--- config.mk ---
export PLATFORM = sky130hd
export DESIGN_NAME = mmu_unit
export DESIGN_NICKNAME = d
export VERILOG_FILES = /design/src/mmu_pkg.sv /design/src/mmu_unit.sv
export SDC_FILE = /design/constraint.sdc
export NUM_CORES = 1
export LEC_CHECK = 0
export ABC_AREA = 1
export BUFFER_PORTS_ARGS = -buffer_cell sky130_fd_sc_hd__buf_2
export CORE_ASPECT_RATIO = 0.75
export CORE_MARGIN = 2
export CORE_UTILIZATION = 25
export DETAILED_ROUTE_END_ITERATION = 12
export PLACE_DENSITY_LB_ADDON = 0.1
export SETUP_SLACK_MARGIN = 0.5
export SLEW_MARGIN = 10
export SYNTH_ARGS = -nofsm -noshare
export SYNTH_HDL_FRONTEND = slang
export SYNTH_SLANG_ARGS = --single-unit
export TNS_END_PERCENT = 100
--- constraint.sdc ---
create_clock -name clk_sys -period 3.6 [get_ports clk_sys]
set_input_delay 0.72 -clock clk_sys [delete_from_list [all_inputs] [get_ports clk_sys]]
set_output_delay 0.72 -clock clk_sys [all_outputs]
set_load 0.01 [all_outputs]
--- src/mmu_pkg.sv ---
package mmu_pkg;
    // address spaces
    localparam int LOG_AW  = 16;
    localparam int PHYS_AW = 24;
    localparam int PAGE_W  = 8;
    localparam int PPAGE_W = PHYS_AW - PAGE_W;
    localparam int LPAGE_W = LOG_AW - PAGE_W;

    // descriptor organisation: mode x kind x slot
    localparam int SLOTS   = 4;
    localparam int NDESC   = 2 * 2 * SLOTS;

    // configuration port indices
    localparam int TBL_IW  = 6;
    localparam int TBL_DW  = 16;
    localparam logic [5:0] IDX_CTRL     = 6'h20;
    localparam logic [5:0] IDX_SFR_LO   = 6'h21;
    localparam logic [5:0] IDX_SFR_HI   = 6'h22;
    localparam int         CTRL_EN_BIT  = 0;

    // reset values
    localparam logic [15:0] RST_WORD    = 16'h0000;
    localparam logic [31:0] RST_SFR     = 32'h0000_0000;

    // sfr permission grouping: one bit per group of four registers
    localparam int SFR_GRP_LSB = 2;
    localparam int SFR_GRP_W   = 5;
endpackage

--- src/mmu_unit.sv ---
// Notes on behaviour
// RL1: any violation raises non-maskable interrupt
// RL2: map 64 kByte logical to 16 MByte
// RL3: system mode at interrupt level, else application
// RL4: four data, four code descriptors per mode
// RL5: base and length in 256-byte pages
// RL6: two registers hold sfr access permissions
// RL7: outside descriptor range flags a violation
// RL8: only system mode reaches descriptor table
// RL9: transparent after reset until software enables
// RL10: physical equals base plus window offset
// RL11: application table write blocked and reported
module mmu_unit (
    // clock and reset
    input  wire logic                        clk_sys,
    input  wire logic                        resetn,
    // cpu access request
    input  wire logic                        acc_req,
    input  wire logic                        acc_code,
    input  wire logic                        acc_sfr,
    input  wire logic [mmu_pkg::LOG_AW-1:0]  log_addr,
    input  wire logic                        irq_level,
    // translated answer
    output logic                             ans_valid,
    output logic                             acc_grant,
    output logic [mmu_pkg::PHYS_AW-1:0]      phys_addr,
    output logic                             nmi,
    // descriptor table and control port
    input  wire logic                        tbl_wr,
    input  wire logic                        tbl_rd,
    input  wire logic [mmu_pkg::TBL_IW-1:0]  tbl_idx,
    input  wire logic [mmu_pkg::TBL_DW-1:0]  tbl_wdata,
    output logic [mmu_pkg::TBL_DW-1:0]       tbl_rdata,
    output logic                             tbl_rvalid,
    // state
    output logic                             mmu_enabled
);
    // word 0 of a descriptor: physical base page; word 1: {logical start page, length in pages}
    logic [mmu_pkg::PPAGE_W-1:0] desc_base [mmu_pkg::NDESC];
    logic [15:0]                 desc_win  [mmu_pkg::NDESC];
    logic [31:0]                 sfr_perm;
    logic                        sys_mode;
    logic                        tbl_ok;
    logic                        tbl_is_desc;
    logic [3:0]                  tbl_dsel;
    logic                        hit;
    logic [mmu_pkg::PPAGE_W:0]   next_page;
    logic                        sfr_ok;
    logic                        viol;
    logic                        tbl_viol;

    assign sys_mode    = irq_level; // RL3
    assign tbl_ok      = sys_mode; // RL8
    assign tbl_is_desc = (tbl_idx[5] == 1'b0);
    assign tbl_dsel    = tbl_idx[4:1];
    assign tbl_viol    = (tbl_wr || tbl_rd) && !tbl_ok; // RL11

    // descriptor lookup in the set owned by the current mode and access kind
    always_comb begin
        logic [3:0]                  di;
        logic [mmu_pkg::LPAGE_W-1:0] lp;
        logic [7:0]                  st;
        logic [7:0]                  ln;
        logic [7:0]                  dif;
        di        = 4'h0;
        lp        = log_addr[mmu_pkg::LOG_AW-1:mmu_pkg::PAGE_W];
        st        = 8'h00;
        ln        = 8'h00;
        dif       = 8'h00;
        hit       = 1'b0;
        next_page = '0;
        // lowest slot wins when windows overlap
        for (int k = mmu_pkg::SLOTS - 1; k >= 0; k--) begin
            di  = {sys_mode, acc_code, 2'(k)}; // RL4
            st  = desc_win[di][15:8]; // RL5
            ln  = desc_win[di][7:0];
            dif = lp - st;
            if (lp >= st && dif < ln) begin
                hit       = 1'b1;
                next_page = {1'b0, desc_base[di]} + {9'h000, dif}; // RL10
            end
        end
    end

    // application mode may only touch sfr groups it was granted
    assign sfr_ok = sys_mode || sfr_perm[log_addr[mmu_pkg::SFR_GRP_LSB +: mmu_pkg::SFR_GRP_W]]; // RL6

    // a page past the 16 MByte top counts as out of range too
    assign viol = mmu_enabled && (acc_sfr ? !sfr_ok : (!hit || next_page[mmu_pkg::PPAGE_W])); // RL7

    // enable bit
    always_ff @(posedge clk_sys or negedge resetn) begin
        if (!resetn) begin
            mmu_enabled <= 1'b0; // RL9
        end else if (tbl_wr && tbl_ok && tbl_idx == mmu_pkg::IDX_CTRL) begin
            mmu_enabled <= tbl_wdata[mmu_pkg::CTRL_EN_BIT]; // RL9
        end
    end

    // descriptor table writes, system mode only
    always_ff @(posedge clk_sys or negedge resetn) begin
        if (!resetn) begin
            for (int i = 0; i < mmu_pkg::NDESC; i++) begin
                desc_base[i] <= mmu_pkg::RST_WORD;
                desc_win[i]  <= mmu_pkg::RST_WORD;
            end
        end else if (tbl_wr && tbl_ok && tbl_is_desc) begin // RL8
            if (tbl_idx[0]) begin
                desc_win[tbl_dsel] <= tbl_wdata;
            end else begin
                desc_base[tbl_dsel] <= tbl_wdata;
            end
        end
    end

    // sfr permission pair
    always_ff @(posedge clk_sys or negedge resetn) begin
        if (!resetn) begin
            sfr_perm <= mmu_pkg::RST_SFR;
        end else if (tbl_wr && tbl_ok) begin
            if (tbl_idx == mmu_pkg::IDX_SFR_LO) begin
                sfr_perm[15:0] <= tbl_wdata; // RL6
            end else if (tbl_idx == mmu_pkg::IDX_SFR_HI) begin
                sfr_perm[31:16] <= tbl_wdata; // RL6
            end
        end
    end

    // table reads: application mode sees zero so nothing leaks
    always_ff @(posedge clk_sys or negedge resetn) begin
        if (!resetn) begin
            tbl_rdata  <= 16'h0000;
            tbl_rvalid <= 1'b0;
        end else begin
            tbl_rvalid <= tbl_rd;
            tbl_rdata  <= 16'h0000;
            if (tbl_rd && tbl_ok) begin // RL8
                if (tbl_is_desc) begin
                    tbl_rdata <= tbl_idx[0] ? desc_win[tbl_dsel] : desc_base[tbl_dsel];
                end else if (tbl_idx == mmu_pkg::IDX_CTRL) begin
                    tbl_rdata <= {15'h0000, mmu_enabled};
                end else if (tbl_idx == mmu_pkg::IDX_SFR_LO) begin
                    tbl_rdata <= sfr_perm[15:0];
                end else if (tbl_idx == mmu_pkg::IDX_SFR_HI) begin
                    tbl_rdata <= sfr_perm[31:16];
                end
            end
        end
    end

    // translated answer, one cycle after the request
    always_ff @(posedge clk_sys or negedge resetn) begin
        if (!resetn) begin
            ans_valid <= 1'b0;
            acc_grant <= 1'b0;
            phys_addr <= 24'h00_0000;
        end else begin
            ans_valid <= acc_req;
            acc_grant <= acc_req && !viol;
            if (acc_req) begin
                if (!mmu_enabled || acc_sfr) begin
                    phys_addr <= {8'h00, log_addr}; // RL9
                end else begin
                    phys_addr <= {next_page[mmu_pkg::PPAGE_W-1:0], log_addr[mmu_pkg::PAGE_W-1:0]}; // RL2
                end
            end
        end
    end

    // nmi pulses for one cycle per offending access or table attempt
    always_ff @(posedge clk_sys or negedge resetn) begin
        if (!resetn) begin
            nmi <= 1'b0;
        end else begin
            nmi <= (acc_req && viol) || tbl_viol; // RL1
        end
    end

    property p_viol_nmi;
        @(posedge clk_sys) disable iff (!resetn)
        acc_req && viol |=> nmi && !acc_grant && ans_valid;
    endproperty
    a_viol_nmi: assert property (p_viol_nmi) else $error("violation without nmi"); // RL1

    property p_transparent;
        @(posedge clk_sys) disable iff (!resetn)
        acc_req && !mmu_enabled |=> acc_grant && phys_addr == {8'h00, $past(log_addr)};
    endproperty
    a_transparent: assert property (p_transparent) else $error("transparent mode altered access"); // RL9

    property p_page_offset;
        @(posedge clk_sys) disable iff (!resetn)
        acc_req |=> phys_addr[7:0] == $past(log_addr[7:0]);
    endproperty
    a_page_offset: assert property (p_page_offset) else $error("offset within page changed"); // RL5

    property p_grant_in_range;
        @(posedge clk_sys) disable iff (!resetn)
        acc_req && mmu_enabled && !acc_sfr && !hit |=> !acc_grant ##0 nmi;
    endproperty
    a_grant_in_range: assert property (p_grant_in_range) else $error("out of range access granted"); // RL7

    property p_sfr_perm;
        @(posedge clk_sys) disable iff (!resetn)
        acc_req && mmu_enabled && acc_sfr && !irq_level
            && !sfr_perm[log_addr[mmu_pkg::SFR_GRP_LSB +: mmu_pkg::SFR_GRP_W]] |=> nmi;
    endproperty
    a_sfr_perm: assert property (p_sfr_perm) else $error("sfr permission ignored"); // RL6

    property p_app_read;
        @(posedge clk_sys) disable iff (!resetn)
        tbl_rd && !irq_level |=> tbl_rvalid && tbl_rdata == 16'h0000 && nmi;
    endproperty
    a_app_read: assert property (p_app_read) else $error("application read the table"); // RL8

    property p_app_write;
        @(posedge clk_sys) disable iff (!resetn)
        tbl_wr && !irq_level && tbl_idx == mmu_pkg::IDX_CTRL |=> nmi && $stable(mmu_enabled);
    endproperty
    a_app_write: assert property (p_app_write) else $error("application write not blocked"); // RL11

    property p_sys_enable;
        @(posedge clk_sys) disable iff (!resetn)
        tbl_wr && irq_level && tbl_idx == mmu_pkg::IDX_CTRL |=> mmu_enabled == $past(tbl_wdata[0]) && !nmi;
    endproperty
    a_sys_enable: assert property (p_sys_enable) else $error("system write to control lost"); // RL3

    property p_translate;
        @(posedge clk_sys) disable iff (!resetn)
        acc_req && mmu_enabled && !acc_sfr && hit && !next_page[16] |=>
            acc_grant && phys_addr[23:8] == $past(next_page[15:0]);
    endproperty
    a_translate: assert property (p_translate) else $error("translation not applied"); // RL10
endmodule // mmu_unit
=== After elaboration in Yosys (flattened, before gate mapping) ===
Cells that the tools add are included.

* Input port bits: 46
* Register bits: 589
* Logic and storage cells: 154

* Multiplexer cells: 52
* Bitwise logic cells: 8
* Eq/ne operators: 3
* Add/subtract/negate cells: 8
* Reductions and logical operators: 27
* $lt $le $gt $ge: 15

{| class="wikitable"
|+ Operators with widths
! cell !! number
|-
| 16-bit binary-select mux with 4-bit select || 10
|-
| 256-bit bitwise mux || 2
|-
| 16-bit 2-to-1 mux || 27
|-
| 16-bit by 8-bit adder with 17-bit output || 4
|-
| 17-bit 2-to-1 mux || 4
|-
| 16-bit demux with 4-bit select || 1
|-
| 8-bit greater-or-equal comparator || 4
|-
| 8-bit < comparator || 4
|-
| 8-bit subtractor || 4
|-
| 5-bit greater-or-equal comparator, second input constant || 5
|-
| 4-bit NOT with 5-bit output || 5
|-
| 24-bit 2-to-1 mux || 1
|-
| 6-bit == test, second input constant || 3
|-
| 1-bit logical AND || 13
|-
| 5-bit by 6-bit < comparator with 1-bit output, second input constant || 1
|-
| 1-bit 2-to-1 mux || 6
|-
| 2-bit AND reduction || 3
|-
| 1-bit binary-select mux with 5-bit select || 1
|-
| 1-bit logical NOT || 5
|-
| 1-bit logical OR || 5
|-
| 5-bit by 1-bit < comparator with 1-bit output, second input constant || 1
|-
| 1-bit NOT || 3
|-
| 3-bit AND reduction || 1
|}

=== Longest topological paths before layout ===
Gate-level depths: netlist of run 1.

* Word-level depth: 17
* Gate-level depth with buffers: 37

=== Worst setup path before layout of run 1 ===
OpenSTA, ideal clock, no wires.

* Path kind: input -> register
* Start: input port acc_code
* End: register phys_addr[21] in the netlist's numbering
* Slack: -1.306 ns
* Arrival time: 4.790 ns
* Required time: 3.484 ns
* Buffers on the path: 7
* Stages on the path: 34
* Path through: buf_6 -> inv_4 -> buf_6 -> buf_6 -> buf_2 -> buf_2 -> buf_2 -> clkbuf_1 -> nor2_1 -> o22ai_1 -> ha_1 -> inv_1 -> fa_1 -> inv_1 -> nor2_1 -> nor2_1 -> inv_1 -> a31oi_1 -> xor2_1 -> ha_1 -> a21oi_1 -> o21a_1 -> nand2_1 -> nand2_1 -> nand2_1 -> nand2_1 -> nor2_1 -> or2_1 -> nand3_1 -> nand2_1 -> nand2_1 -> nand2_1 -> nand2_1 -> nand2_1

* Cells in the longest elaborated chain, start to end: 12
* Elaborated cells on any way between the ends: 53

{| class="wikitable"
|+ Ends and longest elaborated chain
! item !! line !! text
|-
| start, declared || mmu_unit.sv:19 || <nowiki>input wire logic acc_code,</nowiki>
|-
| parallel branches: the longest is 10 deep, another holds 16-bit by 8-bit adder with 17-bit output || -- ||
|-
| 17-bit 2-to-1 mux * || mmu_unit.sv:78 || <nowiki>if (lp >= st && dif < ln) begin</nowiki>
|-
| 24-bit 2-to-1 mux * || mmu_unit.sv:161 || <nowiki>if (!mmu_enabled || acc_sfr) begin</nowiki>
|-
| end signal, assigned || mmu_unit.sv:162 || <nowiki>phys_addr <= {8'h00, log_addr};</nowiki>
|-
| end signal, assigned || mmu_unit.sv:164 || <nowiki>phys_addr <= {next_page[mmu_pkg::PPAGE_W-1:0], log_addr[mmu_pkg::PAGE_W-1:0]};</nowiki>
|-
| end, declared || mmu_unit.sv:26 || <nowiki>output logic [mmu_pkg::PHYS_AW-1:0] phys_addr,</nowiki>
|}

Every way passes the cells marked *. The select of a mux whose other input is x is not followed.
A chain may end at the register's enable or synchronous reset.

=== Worst setup path after layout of run 1 ===
* Start: input port acc_code
* End: register phys_addr[19] in the netlist's numbering

The elaborated chain is that of the path after synthesis.

==> results.sh, run 1 <==
export IMPL_vias=32897
export IMPL_yosysTopAreaCell="dfrtp_1"
export IMPL_max_cap_viol_count=0
export IMPL_grt_pass1_wl_um=233000
export IMPL_synth_area_um2=33000
export IMPL_antenna_found_initial=11
export IMPL_syn_nets=4398
export IMPL_ys_seq_area_frac=0.447
export IMPL_cp_startpoint="acc_code"
export IMPL_drtPass1Iterations=9
export IMPL_tightest_slew_ns=0.800
export IMPL_rsz0062_at_grt="true"
export IMPL_die_area_um2=135000
export IMPL_layout_nets=4802
export IMPL_leakage_uw=0.0192
export IMPL_pre_cts_ws_ns=-1.11
export IMPL_grt_max_degree=97
export IMPL_period_needed_ns=3.65
export IMPL_period_share=1.01
export IMPL_clock_latency_ns=0.69
export IMPL_start_util=0.252
export IMPL_drive_above_1_share=0.223
export IMPL_cts_sinks=589
export IMPL_drc=0
export IMPL_setup_ws_ns=-0.0495
export IMPL_most_common_layout_cells="1076 x nand2_1, 783 x o21ai_0, 589 x dfrtp_1"
export IMPL_ys_types=56
export IMPL_ff2ff_path_depth=28
export IMPL_worst_path_most_repeated_cell="nand2_1"
export IMPL_portBuffers=90
export IMPL_startpoint_type="input pin"
export IMPL_rrSetupSlack_ns=-0.03
export IMPL_fin_hold_ws_ns=0.0241
export IMPL_cp_slowest_cell="ha_4"
export IMPL_gp_congestion=0.913
export IMPL_cts_tree="done"
export IMPL_relSlewSlack=0.466
export IMPL_fillerInstances=14007
export IMPL_postCtsHoldBufs=0
export IMPL_track_usage=0.240
export IMPL_async_reset_ff_frac=1.00
export IMPL_numCtsBuffers=70
export IMPL_status="finished, violations left"
export IMPL_reg2reg_from="desc_win[202]"
export IMPL_drtIter0Drc=3566
export IMPL_cp_arrival_ns=4.27
export IMPL_path_class="in -> reg"
export IMPL_clockRootBuffer="clkbuf_16"
export IMPL_worst_path_max_fanout=5
export IMPL_avgSynthCellArea_um2=7.76
export IMPL_vdd_drop_max_mv=0.353
export IMPL_dpl_hpwl_um=117000
export IMPL_io_pins=91
export IMPL_die_y_um=319
export IMPL_setup_viol=9
export IMPL_ys_ff_latch=589
export IMPL_synth_cells=4252
export IMPL_synthTopCellsByArea="dfrtp_1 45%, nand2_1 13%, o21ai_0 12%"
export IMPL_cts_max_path_buffers=3
export IMPL_fmax_mhz=274
export IMPL_ant_nets=0
export IMPL_slew_violations=0
export IMPL_p_per_area_nw_per_um2=468
export IMPL_synthFlopType="dfrtp_1"
export IMPL_die_width_um=423
export IMPL_globalRouteOverflowTotal=0
export IMPL_hold_class="in -> async"
export IMPL_fin_area_um2=42700
export IMPL_max_stage_delay_ns=0.29
export IMPL_dp_cells=6297
export IMPL_num_rows=115
export IMPL_placed_cell_area_um2=38900
export IMPL_grt_pass1_vias=31084
export IMPL_hold_viol=0
export IMPL_vias_per_cell=5.09
export IMPL_htreeDepth=3
export IMPL_routed_wl_um=164000
export IMPL_core_um2=131000
export IMPL_required_ns=4.22
export IMPL_synth_edff_count=0
export IMPL_yosys_warnings=0
export IMPL_fin_skew_ns=0.0267
export IMPL_stdcell_count=6460
export IMPL_wl_per_cell_um=25.4
export IMPL_timing_rr_end="phys_addr[19]"
export IMPL_clk_pin_slew_ns=0.06
export IMPL_synth_top_area_share=0.447
export IMPL_violations="negative setup slack"
export IMPL_worstSetupEndpoint="phys_addr[19]"
export IMPL_cp_end_kind="flip-flop"
export IMPL_syn2layout_area_growth_pct=29.5
export IMPL_final_common_cell="nand2_1"
==> area by class of cell <==
cell class | instances | area (µm²) | share of cell area
diodes | 3 | 7.51 | 0.000176
clock buffers | 100 | 2020 | 0.0472
clock inverters | 18 | 165 | 0.00387
inverters | 216 | 867 | 0.0203
multi-input cells | 3116 | 17200 | 0.402
flip-flops and latches | 589 | 14700 | 0.345
well taps | 1755 | 2200 | 0.0514
repair buffers | 662 | 5540 | 0.130
repair inverters | 1 | 8.76 | 0.000205
==> what timing repair did <==
item,4_1_cts,5_1_grt
pin swaps,73,118
endpoints found under the setup margin,18,18
gates resized for setup,165,154
gates cloned,2,1
buffers inserted,24,15
==> report_power, final <==
| group | switching (µW) | total (µW) | internal (µW) |
|---|---|---|---|
| clock | 3140 | 7060 | 3920 |
| combinational | 3100 | 5300 | 2200 |
| sequential | 471 | 7630 | 7150 |
==> worst max-delay path, delay by kind of cell <==
| kind | cells | cell delay [ns] |
|---|---|---|
| xor gates and xnor gates | 2 | 0.26 |
| and+or+nand+nor | 16 | 1.20 |
| adders and majority gates | 2 | 0.57 |
| AOI/OAI and AO/OA | 2 | 0.43 |
| buffers and inverters | 9 | 1.10 |
==> cell usage after synthesis (21+ instances only) <==
master and instances:
nand2_1 1147, o21ai_0 809, dfrtp_1 589, o22ai_1 266
clkbuf_1 231, inv_1 206, nor2_1 201, a21oi_1 173
nand3_1 108, ha_1 92, buf_2 58, a32o_1 51
xor2_1 45, nand4_1 32, buf_1 21, o21ai_1 21
==> layer usage <==
metal / share of wire / vias up / track usage / wire length (µm)
met5: 0.00040 / - / 0 / 65
met3: 0.087 / 174 / 0.0713 / 14300
met2: 0.39 / 1135 / 0.320 / 63800
met4: 0.023 / 4 / 0.0598 / 3840
li1: - / 15424 / - / -
met1: 0.50 / 16160 / 0.367 / 81900
==> state kept, by name, indices dropped and copies added (netlist names) <==
| register | count |
|---|---|
| desc_base | 256 |
| desc_win | 256 |
| sfr_perm | 32 |
| phys_addr | 24 |
| tbl_rdata | 16 |
| acc_grant | 1 |
| ans_valid | 1 |
| mmu_enabled | 1 |
| nmi | 1 |
| tbl_rvalid | 1 |
==> cell families after synthesis <==
family / Yosys count / share of synthesized area
compound gates: 1425 / 0.244
xor+xnor: 59 / 0.0157
fa+ha+maj: 100 / 0.0397
buf+inv: 547 / 0.0684
flops: 589 / 0.447
simple gates: 1532 / 0.185
==> worst min-delay path by stage <==
| stage | start | to | depth (start not counted) |
|---|---|---|---|
| detailed placement | phys_addr[4] | phys_addr[4] | 2 |
| global route | resetn | desc_win[122] | 1 |
| global placement | phys_addr[0] | phys_addr[0] | 2 |
| floorplan | resetn | acc_grant | 0 |
| finish | resetn | desc_win[122] | 1 |
| CTS | resetn | desc_win[122] | 1 |
==> per-stage QoR <==
stage,total power [µW],setup TNS (ns),util
floorplan,9960,-15.50,-
global placement,12300,-17.16,0.296
detailed placement,12300,-18.81,0.296
CTS,19800,0,0.320
global route,21000,-3.37,0.326
finish,20000,-0.193,0.326
Power figures use the tool's default switching activity.
==> run 2: changes to the inputs <==
--- a/config.mk
+++ b/config.mk
@@ -12,7 +12,7 @@
 export CORE_UTILIZATION = 25
 export DETAILED_ROUTE_END_ITERATION = 12
 export PLACE_DENSITY_LB_ADDON = 0.1
-export SETUP_SLACK_MARGIN = 0.5
+export SETUP_SLACK_MARGIN = 0.1
 export SLEW_MARGIN = 10
 export SYNTH_ARGS = -nofsm -noshare
 export SYNTH_HDL_FRONTEND = slang
==> run 2 against run 1 <==
The flow still finishes with violations (negative setup slack). First-iteration DRC count is essentially flat. Critical path depth unchanged. Largest cell class unchanged. Largest power group unchanged. Sequential power hardly changed. Critical path type unchanged.
==> results.sh, run 2 (synthesized netlist as in run 1, its figures left out) <==
export IMPL_status="finished, violations left"
export IMPL_violations="negative setup slack"
export IMPL_wl_per_cell_um=25.4
export IMPL_worst_path_most_repeated_cell="nand2_1"
export IMPL_routed_wl_um=164000
export IMPL_layout_nets=4802
export IMPL_cts_tree="done"
export IMPL_fmax_mhz=274
export IMPL_core_um2=131000
export IMPL_vias=32907
export IMPL_drive_above_1_share=0.223
export IMPL_grt_max_degree=97
export IMPL_combPwrFrac=0.265
export IMPL_final_util=0.326
export IMPL_die_area_um2=135000
export IMPL_finalPower_uw=20000
export IMPL_final_seq_area_um2=14700
export IMPL_p_seq_frac=0.382
export IMPL_dpl_hpwl_um=117000
export IMPL_path_class="in -> reg"
export IMPL_setup_tns_ns=-0.201
export IMPL_cp_arrival_ns=4.27
export IMPL_die_width_um=423
export IMPL_period_share=1.01
export IMPL_hold_viol=0
export IMPL_startpoint_type="input pin"
export IMPL_p_sw_frac=0.336
export IMPL_cp_end_kind="flip-flop"
export IMPL_clock_latency_ns=0.69
export IMPL_die_y_um=319
export IMPL_antenna_found_initial=11
export IMPL_htreeDepth=3
export IMPL_grt_pass1_wl_um=233000
export IMPL_syn2layout_area_growth_pct=29.5
export IMPL_period_needed_ns=3.65
export IMPL_max_cap_viol_count=0
export IMPL_ant_nets=0
export IMPL_clockRootBuffer="clkbuf_16"
export IMPL_cts_max_path_buffers=3
export IMPL_cp_slowest_cell="ha_4"
export IMPL_leakage_uw=0.0192
export IMPL_io_pins=91
export IMPL_clock_power_share=0.353
export IMPL_fin_hold_ws_ns=0.0257
export IMPL_relSlewSlack=0.481
export IMPL_drtIter0Drc=3564
export IMPL_grt_pass1_vias=31084
export IMPL_drtPass1Iterations=9
export IMPL_fillerInstances=14007
export IMPL_final_common_cell="nand2_1"
export IMPL_drc=0
export IMPL_hold_class="in -> async"
export IMPL_internal_power_uw=13300
export IMPL_track_usage=0.240
export IMPL_start_util=0.252
export IMPL_gp_congestion=0.913
export IMPL_vias_per_cell=5.09
export IMPL_most_common_layout_cells="1076 x nand2_1, 783 x o21ai_0, 589 x dfrtp_1"
export IMPL_worst_path_max_fanout=5
export IMPL_cts_sinks=589
export IMPL_p_sw_uw=6710
export IMPL_clk_pin_slew_ns=0.06
export IMPL_required_ns=4.22
export IMPL_top_regs="desc_base: 256 flops, desc_win: 256 flops, sfr_perm: 32 flops"
export IMPL_p_per_area_nw_per_um2=468
export IMPL_globalRouteOverflowTotal=0
export IMPL_vdd_drop_max_mv=0.353
export IMPL_setup_ws_ns=-0.0507
export IMPL_tightest_slew_ns=0.778
export IMPL_multi_input_area_um2=17200
export IMPL_rrSetupSlack_ns=-0.03
export IMPL_setup_viol=9
export IMPL_portBuffers=90
export IMPL_numCtsBuffers=70
export IMPL_slew_violations=0
export IMPL_rsz0062_at_grt="true"
export IMPL_max_stage_delay_ns=0.29
export IMPL_num_rows=115
export IMPL_fin_skew_ns=0.0266
## run 2: cell counts in the layout (fill, tap and decap cells not counted)
No cell type changed its count.
## run 2: layer usage
metal / share of wire / track usage / vias up / routed length (µm)
met5: 0.00040 / 0 / - / 65
met4: 0.024 / 0.0598 / 4 / 3880
met3: 0.087 / 0.0713 / 177 / 14200
met2: 0.39 / 0.320 / 1135 / 63800
met1: 0.50 / 0.367 / 16168 / 81900
li1: - / - / 15423 / -
## run 2: worst max-delay path, delay by kind of cell
family          cells  cell delay, ns
simple gates       16            1.20
buf+inv             9            1.10
fa+ha+maj           2            0.57
compound gates      2            0.43
xor+xnor            2            0.26
## run 2: through the flow
step,worst slack (ns),instances,area (µm²)
finish,-0.0507,6460,42700
CTS,0.00930,6441,41900
floorplan,-0.960,4252,33300
detailed placement,-1.11,6297,38900
global placement,-1.01,6297,38900
global route,-0.259,6459,42700
## run 2: path summary, 6_finish.rpt
check,startpoint,end,cells after the start
setup / recovery,acc_code,phys_addr[19],31
hold / removal,resetn,desc_win[122],1
setup reg to reg,desc_win[202],phys_addr[19],28
hold reg to reg,phys_addr[4],phys_addr[4],2
max in group asynchronous,resetn,desc_base[151],2
min in group clk_sys,tbl_rd,tbl_rvalid,1
## run 2: timing repair
action / 4_1_cts / 5_1_grt
hold endpoints to repair: 0 / 0
resized for setup: 165 / 154
setup endpoints to repair: 18 / 18
hold buffers: 0 / 0
pin swaps: 73 / 118
buffers inserted: 24 / 15
cloned: 2 / 1
## run 2: cell type report
class / instances / area share
Clock buffer: 100 / 0.0472
Antenna cell: 3 / 0.000176
Sequential cell: 589 / 0.345
Inverter: 216 / 0.0203
Tap cell: 1755 / 0.0514
Multi-Input combinational cell: 3116 / 0.402
Timing Repair inverter: 1 / 0.000205
Timing Repair Buffer: 662 / 0.130
Clock inverter: 18 / 0.00387
## run 2: power groups by stage
stage	clock, µW	sequential, µW	combinational [µW]
after floorplan	0	7580	2370
after detailed placement	0	7720	4590
after CTS	7260	7610	4960
after global routing	7530	7690	5790
final	7060	7630	5300
after global placement	0	7730	4600
